[src/logic/sic_pkg.sv]
package sic_pkg;

    // ------------------------------------------------------------------
    // I/O register map
    // ------------------------------------------------------------------
    localparam logic [5:0]  SIC_IO_SP_LO      = 6'h3D;
    localparam logic [5:0]  SIC_IO_SP_HI      = 6'h3E;
    localparam logic [5:0]  SIC_IO_STATUS     = 6'h3F;
    localparam int          SIC_GIE_BIT       = 7;

    // ------------------------------------------------------------------
    // Reset values and memory layout
    // ------------------------------------------------------------------
    localparam logic [15:0] SIC_SRAM_LAST_ADDR = 16'h08FF;
    localparam logic [13:0] SIC_BOOT_START     = 14'h3C00;
    localparam logic [13:0] SIC_VEC_STRIDE     = 14'h0002;
    localparam logic [13:0] SIC_APP_BASE       = 14'h0000;

    // ------------------------------------------------------------------
    // Interrupt sources
    // ------------------------------------------------------------------
    localparam int          SIC_IRQ_COUNT     = 8;
    localparam logic [7:0]  SIC_LEVEL_MASK    = 8'h01;

    // ------------------------------------------------------------------
    // Timing counts
    // ------------------------------------------------------------------
    localparam logic [2:0]  SIC_WAKE_CYCLES   = 3'h4;

    // ------------------------------------------------------------------
    // Sequencer commands and states
    // ------------------------------------------------------------------
    typedef enum logic [2:0] {
        SIC_OP_NONE = 3'b000,
        SIC_OP_PUSH = 3'b001,
        SIC_OP_POP  = 3'b010,
        SIC_OP_CALL = 3'b011,
        SIC_OP_RET  = 3'b100,
        SIC_OP_HANDLER_EXIT = 3'b101,
        SIC_OP_SEI  = 3'b110,
        SIC_OP_CLI  = 3'b111
    } sic_op_e;

    typedef enum logic [2:0] {
        SIC_ST_IDLE    = 3'b000,
        SIC_ST_WAKE    = 3'b001,
        SIC_ST_PUSH_LO = 3'b010,
        SIC_ST_PUSH_HI = 3'b011,
        SIC_ST_VECTOR  = 3'b100,
        SIC_ST_POP_HI  = 3'b101,
        SIC_ST_POP_LO  = 3'b110,
        SIC_ST_RESTORE = 3'b111
    } sic_state_e;

endpackage : sic_pkg

[src/logic/sic_core_ctrl.sv]
`timescale 1ns/1ns
`default_nettype none

// Behaviour
// - stack grows downward, push lowers pointer
// - byte push writes, pointer minus one
// - call or entry pushes address, minus two
// - byte pop reads, pointer plus one
// - return pops address, pointer plus two
// - pointer resets to last SRAM address
// - pointer bytes readable writable at 3E/3D
// - core runs on undivided input clock
// - reset and each source own vector
// - lowest vector wins among pending
// - take needs individual and global enable
// - base select moves vectors to boot
// - boot fuse moves reset vector
// - boot locks suppress interrupts by region
// - entry clears global enable
// - handler exit sets global enable
// - entry clears the serviced source flag
// - writing one clears a flag
// - flags stay latched while disabled
// - level sources request only while present
// - one instruction after handler exit first
// - CLI blocks same-cycle interrupt
// - entry four cycles, sleep adds four
// - handler exit takes four cycles
// - one instruction after SEI first
module sic_core_ctrl
    import sic_pkg::*;
(
    // Clock and reset
    input  wire logic                     clk_i,
    input  wire logic                     arst_n_i,
    // Sequencer
    input  wire logic [2:0]               op_i,
    input  wire logic                     instr_done_i,
    input  wire logic [13:0]              pc_i,
    input  wire logic [7:0]               push_data_i,
    input  wire logic                     sleeping_i,
    output logic                          busy_o,
    output logic                          vec_valid_o,
    output logic [13:0]                   vec_addr_o,
    output logic                          ret_valid_o,
    output logic [13:0]                   ret_pc_o,
    output logic [13:0]                   reset_vector_o,
    // Stack memory port
    output logic [15:0]                   mem_addr_o,
    output logic                          mem_we_o,
    output logic                          mem_re_o,
    output logic [7:0]                    mem_wdata_o,
    input  wire logic [7:0]               mem_rdata_i,
    // I/O register port
    input  wire logic [5:0]               io_addr_i,
    input  wire logic                     io_wr_i,
    input  wire logic                     io_rd_i,
    input  wire logic [7:0]               io_wdata_i,
    output logic [7:0]                    io_rdata_o,
    // Interrupt sources
    input  wire logic [SIC_IRQ_COUNT-1:0] irq_event_i,
    input  wire logic [SIC_IRQ_COUNT-1:0] irq_level_i,
    input  wire logic [SIC_IRQ_COUNT-1:0] irq_enable_i,
    input  wire logic [SIC_IRQ_COUNT-1:0] irq_flag_clr_i,
    output logic [SIC_IRQ_COUNT-1:0]      irq_flag_o,
    output logic [SIC_IRQ_COUNT-1:0]      irq_ack_o,
    // Boot configuration
    input  wire logic                     vector_base_select_i,
    input  wire logic                     boot_reset_vector_fuse_i,
    input  wire logic                     app_boot_lock_bit_i,
    input  wire logic                     loader_boot_lock_bit_i,
    // Status
    output logic [15:0]                   stack_top_pointer_o,
    output logic                          gie_o
);

    // ------------------------------------------------------------------
    // State
    // ------------------------------------------------------------------
    sic_state_e                state;
    sic_state_e                next_state;
    logic [15:0]               stack_top_pointer;
    logic [15:0]               next_sp;
    logic                      gie;
    logic                      next_gie;
    logic                      hold_off;
    logic                      is_irq;
    logic                      is_handler_exit;
    logic [13:0]               saved_pc;
    logic [2:0]                src_idx;
    logic [2:0]                wake_cnt;
    logic [7:0]                pop_hi;
    logic [SIC_IRQ_COUNT-1:0]  hw_clr;

    // ------------------------------------------------------------------
    // Decode
    // ------------------------------------------------------------------
    wire logic        st_idle   = (state == SIC_ST_IDLE);
    wire logic        op_push   = st_idle && (op_i == SIC_OP_PUSH);
    wire logic        op_pop    = st_idle && (op_i == SIC_OP_POP);
    wire logic        op_call   = st_idle && (op_i == SIC_OP_CALL);
    wire logic        op_ret    = st_idle && (op_i == SIC_OP_RET);
    wire logic        op_handler_exit   = st_idle && (op_i == SIC_OP_HANDLER_EXIT);
    wire logic        op_sei    = st_idle && (op_i == SIC_OP_SEI);
    wire logic        op_cli    = st_idle && (op_i == SIC_OP_CLI);
    wire logic        multi_op  = op_call || op_ret || op_handler_exit;
    wire logic        wr_sp_lo  = io_wr_i && (io_addr_i == SIC_IO_SP_LO);
    wire logic        wr_sp_hi  = io_wr_i && (io_addr_i == SIC_IO_SP_HI);
    wire logic        wr_status = io_wr_i && (io_addr_i == SIC_IO_STATUS);
    wire logic [15:0] sp_plus1  = stack_top_pointer + 16'h0001;
    wire logic [15:0] sp_plus2  = stack_top_pointer + 16'h0002;
    wire logic [15:0] sp_minus1 = stack_top_pointer - 16'h0001;
    wire logic [15:0] sp_minus2 = stack_top_pointer - 16'h0002;

    // ------------------------------------------------------------------
    // Pending requests and arbitration
    // ------------------------------------------------------------------
    // level follows condition
    wire logic [SIC_IRQ_COUNT-1:0] request =
        (irq_flag_o & ~SIC_LEVEL_MASK) | (irq_level_i & SIC_LEVEL_MASK);
    wire logic [SIC_IRQ_COUNT-1:0] pending = request & irq_enable_i;

    function automatic logic [2:0] sic_first(input logic [SIC_IRQ_COUNT-1:0] vec);
        logic [2:0] idx;
        idx = 3'h0;
        for (int i = SIC_IRQ_COUNT - 1; i >= 0; i--)
        begin
            if (vec[i])
                idx = 3'(i);
        end
        return idx;
    endfunction : sic_first

    wire logic [2:0]  win_idx   = sic_first(pending);

    // region based suppression
    // Code in the other section must not be entered from the locked one.
    wire logic        pc_in_boot = (pc_i >= SIC_BOOT_START);
    wire logic        suppress   =
        (app_boot_lock_bit_i && vector_base_select_i && !pc_in_boot) ||
        (loader_boot_lock_bit_i && !vector_base_select_i && pc_in_boot);

    wire logic        take_irq  = instr_done_i && st_idle && !multi_op && gie
                                  && !op_cli && !hold_off && !suppress
                                  && (pending != '0);

    wire logic [13:0] vec_base   = vector_base_select_i ? SIC_BOOT_START : SIC_APP_BASE;
    wire logic [13:0] vec_offset = 14'(({11'h000, src_idx} + 14'h0001) * SIC_VEC_STRIDE);

    // ------------------------------------------------------------------
    // Interrupt flags
    // ------------------------------------------------------------------
    // hardware clear on entry
    assign hw_clr = take_irq ? (SIC_IRQ_COUNT'(1) << win_idx) : '0;

    for (genvar g = 0; g < SIC_IRQ_COUNT; g++)
    begin : g_flag
        sic_irq_flag u_flag
        (
            .clk_i    (clk_i),
            .arst_n_i (arst_n_i),
            .set_i    (irq_event_i[g]),
            .sw_clr_i (irq_flag_clr_i[g]),
            .hw_clr_i (hw_clr[g]),
            .flag_o   (irq_flag_o[g])
        );
    end

    // ------------------------------------------------------------------
    // Next state
    // ------------------------------------------------------------------
    always_comb
    begin
        next_state = state;
        case (state)
            SIC_ST_IDLE:
            begin
                if (take_irq)
                    next_state = sleeping_i ? SIC_ST_WAKE : SIC_ST_PUSH_LO;
                else if (op_call)
                    next_state = SIC_ST_PUSH_LO;
                else if (op_ret || op_handler_exit)
                    next_state = SIC_ST_POP_HI;
            end
            SIC_ST_WAKE:
            begin
                if (wake_cnt == SIC_WAKE_CYCLES - 3'h1)
                    next_state = SIC_ST_PUSH_LO;
            end
            SIC_ST_PUSH_LO: next_state = SIC_ST_PUSH_HI;
            SIC_ST_PUSH_HI: next_state = is_irq ? SIC_ST_VECTOR : SIC_ST_IDLE;
            SIC_ST_VECTOR:  next_state = SIC_ST_IDLE;
            SIC_ST_POP_HI:  next_state = SIC_ST_POP_LO;
            SIC_ST_POP_LO:  next_state = SIC_ST_RESTORE;
            SIC_ST_RESTORE: next_state = SIC_ST_IDLE;
            default:        next_state = SIC_ST_IDLE;
        endcase
    end

    // ------------------------------------------------------------------
    // Stack pointer
    // ------------------------------------------------------------------
    always_comb
    begin
        next_sp = stack_top_pointer;
        if (op_push)
            next_sp = sp_minus1;
        else if (op_pop)
            next_sp = sp_plus1;
        else if (state == SIC_ST_PUSH_HI)
            next_sp = sp_minus2;
        else if (state == SIC_ST_RESTORE)
            next_sp = sp_plus2;
        else if (wr_sp_lo)
            next_sp = {stack_top_pointer[15:8], io_wdata_i};
        else if (wr_sp_hi)
            next_sp = {io_wdata_i, stack_top_pointer[7:0]};
    end

    // ------------------------------------------------------------------
    // Global enable
    // ------------------------------------------------------------------
    always_comb
    begin
        next_gie = gie;
        if (take_irq || op_cli)
            next_gie = 1'b0;
        else if ((state == SIC_ST_RESTORE) && is_handler_exit)
            next_gie = 1'b1;
        else if (op_sei)
            next_gie = 1'b1;
        else if (wr_status)
            next_gie = io_wdata_i[SIC_GIE_BIT];
    end

    // ------------------------------------------------------------------
    // Registers
    // ------------------------------------------------------------------
    // single undivided clock
    always_ff @(posedge clk_i or negedge arst_n_i)
    begin
        if (!arst_n_i)
        begin
            state             <= SIC_ST_IDLE;
            stack_top_pointer <= SIC_SRAM_LAST_ADDR;
            gie               <= 1'b0;
            busy_o            <= 1'b0;
        end
        else
        begin
            state             <= next_state;
            stack_top_pointer <= next_sp;
            gie               <= next_gie;
            busy_o            <= (next_state != SIC_ST_IDLE);
        end
    end

    // The blocking window ends at the next boundary, not on a timer, because
    // the following instruction may take several cycles.
    always_ff @(posedge clk_i or negedge arst_n_i)
    begin
        if (!arst_n_i)
            hold_off <= 1'b0;
        else if (op_sei || ((state == SIC_ST_RESTORE) && is_handler_exit))
            hold_off <= 1'b1;
        else if (instr_done_i)
            hold_off <= 1'b0;
    end

    always_ff @(posedge clk_i or negedge arst_n_i)
    begin
        if (!arst_n_i)
        begin
            is_irq   <= 1'b0;
            is_handler_exit  <= 1'b0;
            saved_pc <= 14'h0000;
            src_idx  <= 3'h0;
        end
        else if (st_idle)
        begin
            is_irq   <= take_irq;
            is_handler_exit  <= op_handler_exit;
            saved_pc <= pc_i;
            src_idx  <= win_idx;
        end
    end

    always_ff @(posedge clk_i or negedge arst_n_i)
    begin
        if (!arst_n_i)
            wake_cnt <= 3'h0;
        else if (state == SIC_ST_WAKE)
            wake_cnt <= wake_cnt + 3'h1;
        else
            wake_cnt <= 3'h0;
    end

    // ------------------------------------------------------------------
    // Stack memory port
    // ------------------------------------------------------------------
    // Read data is expected one cycle after the read strobe.
    always_ff @(posedge clk_i or negedge arst_n_i)
    begin
        if (!arst_n_i)
        begin
            mem_addr_o  <= 16'h0000;
            mem_we_o    <= 1'b0;
            mem_re_o    <= 1'b0;
            mem_wdata_o <= 8'h00;
        end
        else
        begin
            mem_we_o <= op_push || (state == SIC_ST_PUSH_LO) || (state == SIC_ST_PUSH_HI);
            mem_re_o <= op_pop || op_ret || op_handler_exit || (state == SIC_ST_POP_HI);
            if (op_push)
            begin
                mem_addr_o  <= stack_top_pointer;
                mem_wdata_o <= push_data_i;
            end
            else if (op_pop || op_ret || op_handler_exit)
                mem_addr_o  <= sp_plus1;
            else if (state == SIC_ST_POP_HI)
                mem_addr_o  <= sp_plus2;
            else if (state == SIC_ST_PUSH_LO)
            begin
                mem_addr_o  <= stack_top_pointer;
                mem_wdata_o <= saved_pc[7:0];
            end
            else if (state == SIC_ST_PUSH_HI)
            begin
                mem_addr_o  <= sp_minus1;
                mem_wdata_o <= {2'b00, saved_pc[13:8]};
            end
        end
    end

    // ------------------------------------------------------------------
    // Sequencer answers
    // ------------------------------------------------------------------
    // four-cycle return
    always_ff @(posedge clk_i or negedge arst_n_i)
    begin
        if (!arst_n_i)
        begin
            pop_hi      <= 8'h00;
            ret_valid_o <= 1'b0;
            ret_pc_o    <= 14'h0000;
            vec_valid_o <= 1'b0;
            vec_addr_o  <= 14'h0000;
            irq_ack_o   <= '0;
        end
        else
        begin
            if (state == SIC_ST_POP_LO)
                pop_hi <= mem_rdata_i;
            ret_valid_o <= (state == SIC_ST_RESTORE);
            if (state == SIC_ST_RESTORE)
                ret_pc_o <= {pop_hi[5:0], mem_rdata_i};
            vec_valid_o <= (state == SIC_ST_VECTOR);
            if (state == SIC_ST_VECTOR)
                vec_addr_o <= vec_base + vec_offset;
            irq_ack_o   <= hw_clr;
        end
    end

    // ------------------------------------------------------------------
    // Reset vector and register reads
    // ------------------------------------------------------------------
    // fuse selects boot start
    // The fuse is sampled on every clock after release; the vector follows any change.
    always_ff @(posedge clk_i or negedge arst_n_i)
    begin
        if (!arst_n_i)
            reset_vector_o <= SIC_APP_BASE;
        else
            reset_vector_o <= boot_reset_vector_fuse_i ? SIC_BOOT_START : SIC_APP_BASE;
    end

    wire logic [7:0] rd_mux =
        (io_addr_i == SIC_IO_SP_LO)  ? stack_top_pointer[7:0]  :
        (io_addr_i == SIC_IO_SP_HI)  ? stack_top_pointer[15:8] :
        (io_addr_i == SIC_IO_STATUS) ? {gie, 7'h00}            : 8'h00;

    always_ff @(posedge clk_i or negedge arst_n_i)
    begin
        if (!arst_n_i)
        begin
            io_rdata_o          <= 8'h00;
            stack_top_pointer_o <= SIC_SRAM_LAST_ADDR;
            gie_o               <= 1'b0;
        end
        else
        begin
            io_rdata_o          <= io_rd_i ? rd_mux : 8'h00;
            stack_top_pointer_o <= next_sp;
            gie_o               <= next_gie;
        end
    end

endmodule : sic_core_ctrl

`default_nettype wire

[src/logic/sic_irq_flag.sv]
`timescale 1ns/1ns
`default_nettype none

module sic_irq_flag
(
    // Clock and reset
    input  wire logic clk_i,
    input  wire logic arst_n_i,
    // Flag control
    input  wire logic set_i,
    input  wire logic sw_clr_i,
    input  wire logic hw_clr_i,
    // Flag state
    output logic      flag_o
);

    // ------------------------------------------------------------------
    // Sticky flag
    // ------------------------------------------------------------------
    // held until serviced
    // A new event in the clearing cycle must not be lost, so set wins.
    always_ff @(posedge clk_i or negedge arst_n_i)
    begin
        if (!arst_n_i)
            flag_o <= 1'b0;
        else if (set_i)
            flag_o <= 1'b1;
        else if (sw_clr_i || hw_clr_i)
            flag_o <= 1'b0;
    end

endmodule : sic_irq_flag

`default_nettype wire

[config.mk]
export PLATFORM = sky130hd
export DESIGN_NAME = sic_core_ctrl
export DESIGN_NICKNAME = d
export VERILOG_FILES = /design/src/logic/sic_pkg.sv /design/src/logic/sic_core_ctrl.sv /design/src/logic/sic_irq_flag.sv
export SDC_FILE = /design/constraint.sdc
export NUM_CORES = 1
export LEC_CHECK = 0
export BUFFER_PORTS_ARGS = -buffer_cell sky130_fd_sc_hd__buf_2
export CAP_MARGIN = 20
export CORE_ASPECT_RATIO = 0.5
export CORE_MARGIN = 2
export CORE_UTILIZATION = 40
export DETAILED_ROUTE_END_ITERATION = 10
export PLACE_DENSITY = 0.66
export SLEW_MARGIN = 20
export SYNTH_ARGS = -nofsm -noshare
export SYNTH_HDL_FRONTEND = slang
export SYNTH_SLANG_ARGS = --single-unit
[constraint.sdc]
create_clock -name clk_i -period 2.36 [get_ports clk_i]
set_clock_uncertainty 0.05 [all_clocks]
set_input_delay 0.354 -clock clk_i [delete_from_list [all_inputs] [get_ports clk_i]]
set_output_delay 0.354 -clock clk_i [all_outputs]
set_load 0.005 [all_outputs]
==> impl_metrics.env <==
export IMPL_status="finished, final reports clean"
export IMPL_fin_crit_ps=2299
export IMPL_worst_pin_slew_ps=834.4
export IMPL_final_cell_mix="buf_2 (176), nand2_1 (140), dfrtp_1 (113), buf_4 (87), nor2_1 (48)"
export IMPL_area_growth_pct=28.35
export IMPL_tritoncts="yes"
export IMPL_critPathArrivalTime_ps=2570
export IMPL_clk_latency_ps=430
export IMPL_grt_ovfl_total=0
export IMPL_dp_hpwl_um=18350
export IMPL_worst_setup_path_end_kind="flop"
export IMPL_power_mw=12.74
export IMPL_hold_ws_ps=62.03
export IMPL_h_tree_depth=4
export IMPL_dr_pass1_iters=6
export IMPL_dieArea_mm2=0.02032
export IMPL_cts_root_buf="clkbuf_16"
export IMPL_cts_path_max_buffers=2
export IMPL_placed_cells=1313
export IMPL_finalNonFillerCells=1348
export IMPL_cts_sink_count=122
export IMPL_place_gp_congestion=0.9747
export IMPL_worstSetupPathType="flop to flop"
export IMPL_drtAntennaViolNets=0
export IMPL_cp_top_family="compound AO/OA/AOI/OAI gates"
export IMPL_ys_ff_latch=122
export IMPL_netlist_area_mm2=0.007652
export IMPL_critPathMaxStageDelay_ps=550
export IMPL_clk_pin_slew_worst_paths_ps=60
export IMPL_start_util_pct=41.21
export IMPL_hold_violations=0
export IMPL_setup_viol=0
export IMPL_grt_pass1_vias=7100
export IMPL_timing_final_ws_setup_ps=60.66
export IMPL_post_cts_buffers=0
export IMPL_num_rows=35
export IMPL_num_vias=7372
export IMPL_worstPathRequired_ps=2630
export IMPL_fin_nets=1172
export IMPL_synthCells=859
export IMPL_vias_per_cell=5.469
export IMPL_ys_warn_count=0
export IMPL_p_leak_nw=4.578
export IMPL_die_width_um=199.6
export IMPL_critPathMaxFanout=9
export IMPL_cp_cell_sequence="buf_4 -> nor3_4 -> nand3_1 -> a31oi_2 -> o21ai_0 -> o21a_1"
export IMPL_place_ws_ps=78.87
export IMPL_grt_pass1_wl_um=38090
export IMPL_clock_fmax_mhz=434.9
export IMPL_synth_edff_count=0
export IMPL_drc_errors=0
export IMPL_rsz0062_at_grt="yes"
export IMPL_numCtsBuffers=17
export IMPL_wl_per_cell_um=18.18
export IMPL_finalCritPeriodShare_pct=97.43
export IMPL_hp_class="primary input to flop"
export IMPL_ys_seq_area_share_pct=40.04
export IMPL_synth_top_flop_cell="dfrtp_1"
export IMPL_critical_path_buf_inv_count=1
export IMPL_drtIter0Drc=667
export IMPL_relSlewSlack_pct=44.27
export IMPL_fillers=1744
export IMPL_vdd_ir_drop_max_v=0.0007710
export IMPL_portBuffers=177
export IMPL_power_density_mw_per_mm2=1297
export IMPL_fin_setup_tns_ps=0
export IMPL_maxCapViolCount=0
export IMPL_start_kind="flop"
export IMPL_grt_max_degree=48
export IMPL_async_flop_share_pct=100.0
export IMPL_final_common_cell="buf_2"
export IMPL_grt_antenna_before_repair=2
export IMPL_core_area_mm2=0.01857
export IMPL_gr_usage_all_layers_pct=24.65
export IMPL_synth_distinct_cells=84
export IMPL_pin_count=201
export IMPL_synth_avg_cell_area_um2=8.908
export IMPL_die_h_um=101.8
export IMPL_finalWirelength_um=24500
export IMPL_slowest_stage="a31oi_2"
export IMPL_drive_gt1_share_pct=34.19
export IMPL_drv_slew=0
[synth_stat cells, types with 4 or more instances]
| cell | instances | area share, % |
|---|---|---|
| dfrtp_1 | 113 | 37 |
| nand3_1 | 31 | 2.0 |
| buf_2 | 29 | 1.9 |
| and2_1 | 4 | 0.33 |
| o22ai_1 | 12 | 0.98 |
| a21oi_1 | 37 | 2.4 |
| o31ai_1 | 5 | 0.49 |
| nand4_1 | 8 | 0.65 |
| nand2_1 | 140 | 6.9 |
| mux2_2 | 22 | 3.2 |
| nor3b_1 | 5 | 0.49 |
| o21bai_1 | 4 | 0.39 |
| xnor2_1 | 22 | 2.5 |
| a32oi_1 | 5 | 0.57 |
| nor3_1 | 15 | 0.98 |
| o21ai_0 | 24 | 1.6 |
| o221ai_1 | 12 | 1.4 |
| a211oi_1 | 9 | 0.88 |
| a31oi_1 | 15 | 1.2 |
| nand2b_1 | 12 | 0.98 |
| o21ai_1 | 20 | 1.3 |
| clkbuf_1 | 21 | 1.0 |
| a221oi_1 | 6 | 0.69 |
| o21a_1 | 7 | 0.69 |
| dfstp_2 | 9 | 3.1 |
| nor2_1 | 49 | 2.4 |
| inv_1 | 22 | 1.1 |
| xor2_1 | 16 | 1.8 |
| a31o_1 | 5 | 0.57 |
| nor2_2 | 5 | 0.41 |
| nor4_1 | 8 | 0.65 |
| a22oi_1 | 11 | 1.1 |
| nor2b_1 | 12 | 0.98 |
| a21o_1 | 6 | 0.59 |
| ha_1 | 8 | 1.3 |
| and3_1 | 7 | 0.57 |
| buf_4 | 33 | 3.2 |
| mux2i_1 | 11 | 1.4 |
[state kept, by name, summed over array words and instances (netlist names), 5 cells and up]
name / flops
g_flag.u_flag.flag_o: 8
io_rdata_o: 8
irq_ack_o: 8
mem_addr_o: 16
mem_wdata_o: 8
pop_hi: 6
ret_pc_o: 14
saved_pc: 14
stack_top_pointer_o: 16
vec_addr_o: 5
[routing by layer]
| layer | vias to the layer above | global-route usage [%] | share of wire, % |
|---|---|---|---|
| li1 | 3479 | - | - |
| met1 | 3590 | 33.05 | 44 |
| met2 | 265 | 39.58 | 46 |
| met3 | 36 | 6.294 | 8.0 |
| met4 | 2 | 7.293 | 1.8 |
| met5 | - | 0 | 0.029 |
[report_power, final]
group,leakage [nW],total (mW),internal (mW),switching (mW)
Sequential,1.49,3.80,2.97,0.825
Combinational,2.80,6.26,2.81,3.45
Clock,0.285,2.68,1.58,1.10
[layout make-up]
type	instances	area, um^2	share of cell area (%)
multi-input combinational	640	4096	41.71
sequential	122	3064	31.20
timing repair buffer	270	1654	16.84
clock buffer	18	429.2	4.369
tap	259	324.1	3.299
clock inverter	14	161.4	1.643
inverter	24	90.09	0.9172
antenna	1	2.502	0.02548
[worst paths after layout]
path	from	endpoint	slack (ps)	cells after the start
hold reg to reg	wake_cnt[0]	wake_cnt[0]	390	1
setup reg to reg	state[0]	stack_top_pointer_o[10]	60	6
hold / removal	irq_event_i[4]	g_flag[4].u_flag.flag_o	60	2
max in group asynchronous	arst_n_i	saved_pc[12]	1090	3
setup / recovery	state[0]	stack_top_pointer_o[10]	60	6
min in group asynchronous	arst_n_i	ret_pc_o[9]	440	2
[logic make-up after synthesis]
kind of cell / count (synthesis) / share of synthesized area (%)
mux: 33 / 4.676
simple gates: 328 / 21.88
other cells: 1 / 0.04900
xor+xnor: 38 / 4.349
compound gates: 217 / 19.82
buf+inv: 112 / 7.881
flops: 122 / 40.04
fa+ha+maj: 8 / 1.308
[repair_timing]
| item | 4_1_cts | 5_1_grt |
|---|---|---|
| hold buffers | 2 | 0 |
| endpoints found under the setup margin | 0 | 7 |
| gates resized for setup | 0 | 12 |
| hold endpoints to repair | 32 | 0 |
[through the flow]
| stage | cell area (um^2) | utilization, % |
|---|---|---|
| after global routing | 9822 | 52.90 |
| after CTS | 9769 | 52.61 |
| after detailed placement | 9159 | 49.33 |
| after floorplan | 7711 | - |
| after global placement | 9159 | 49.33 |
| final | 9822 | 52.90 |
Note: power is estimated with default switching activity, not from simulation.
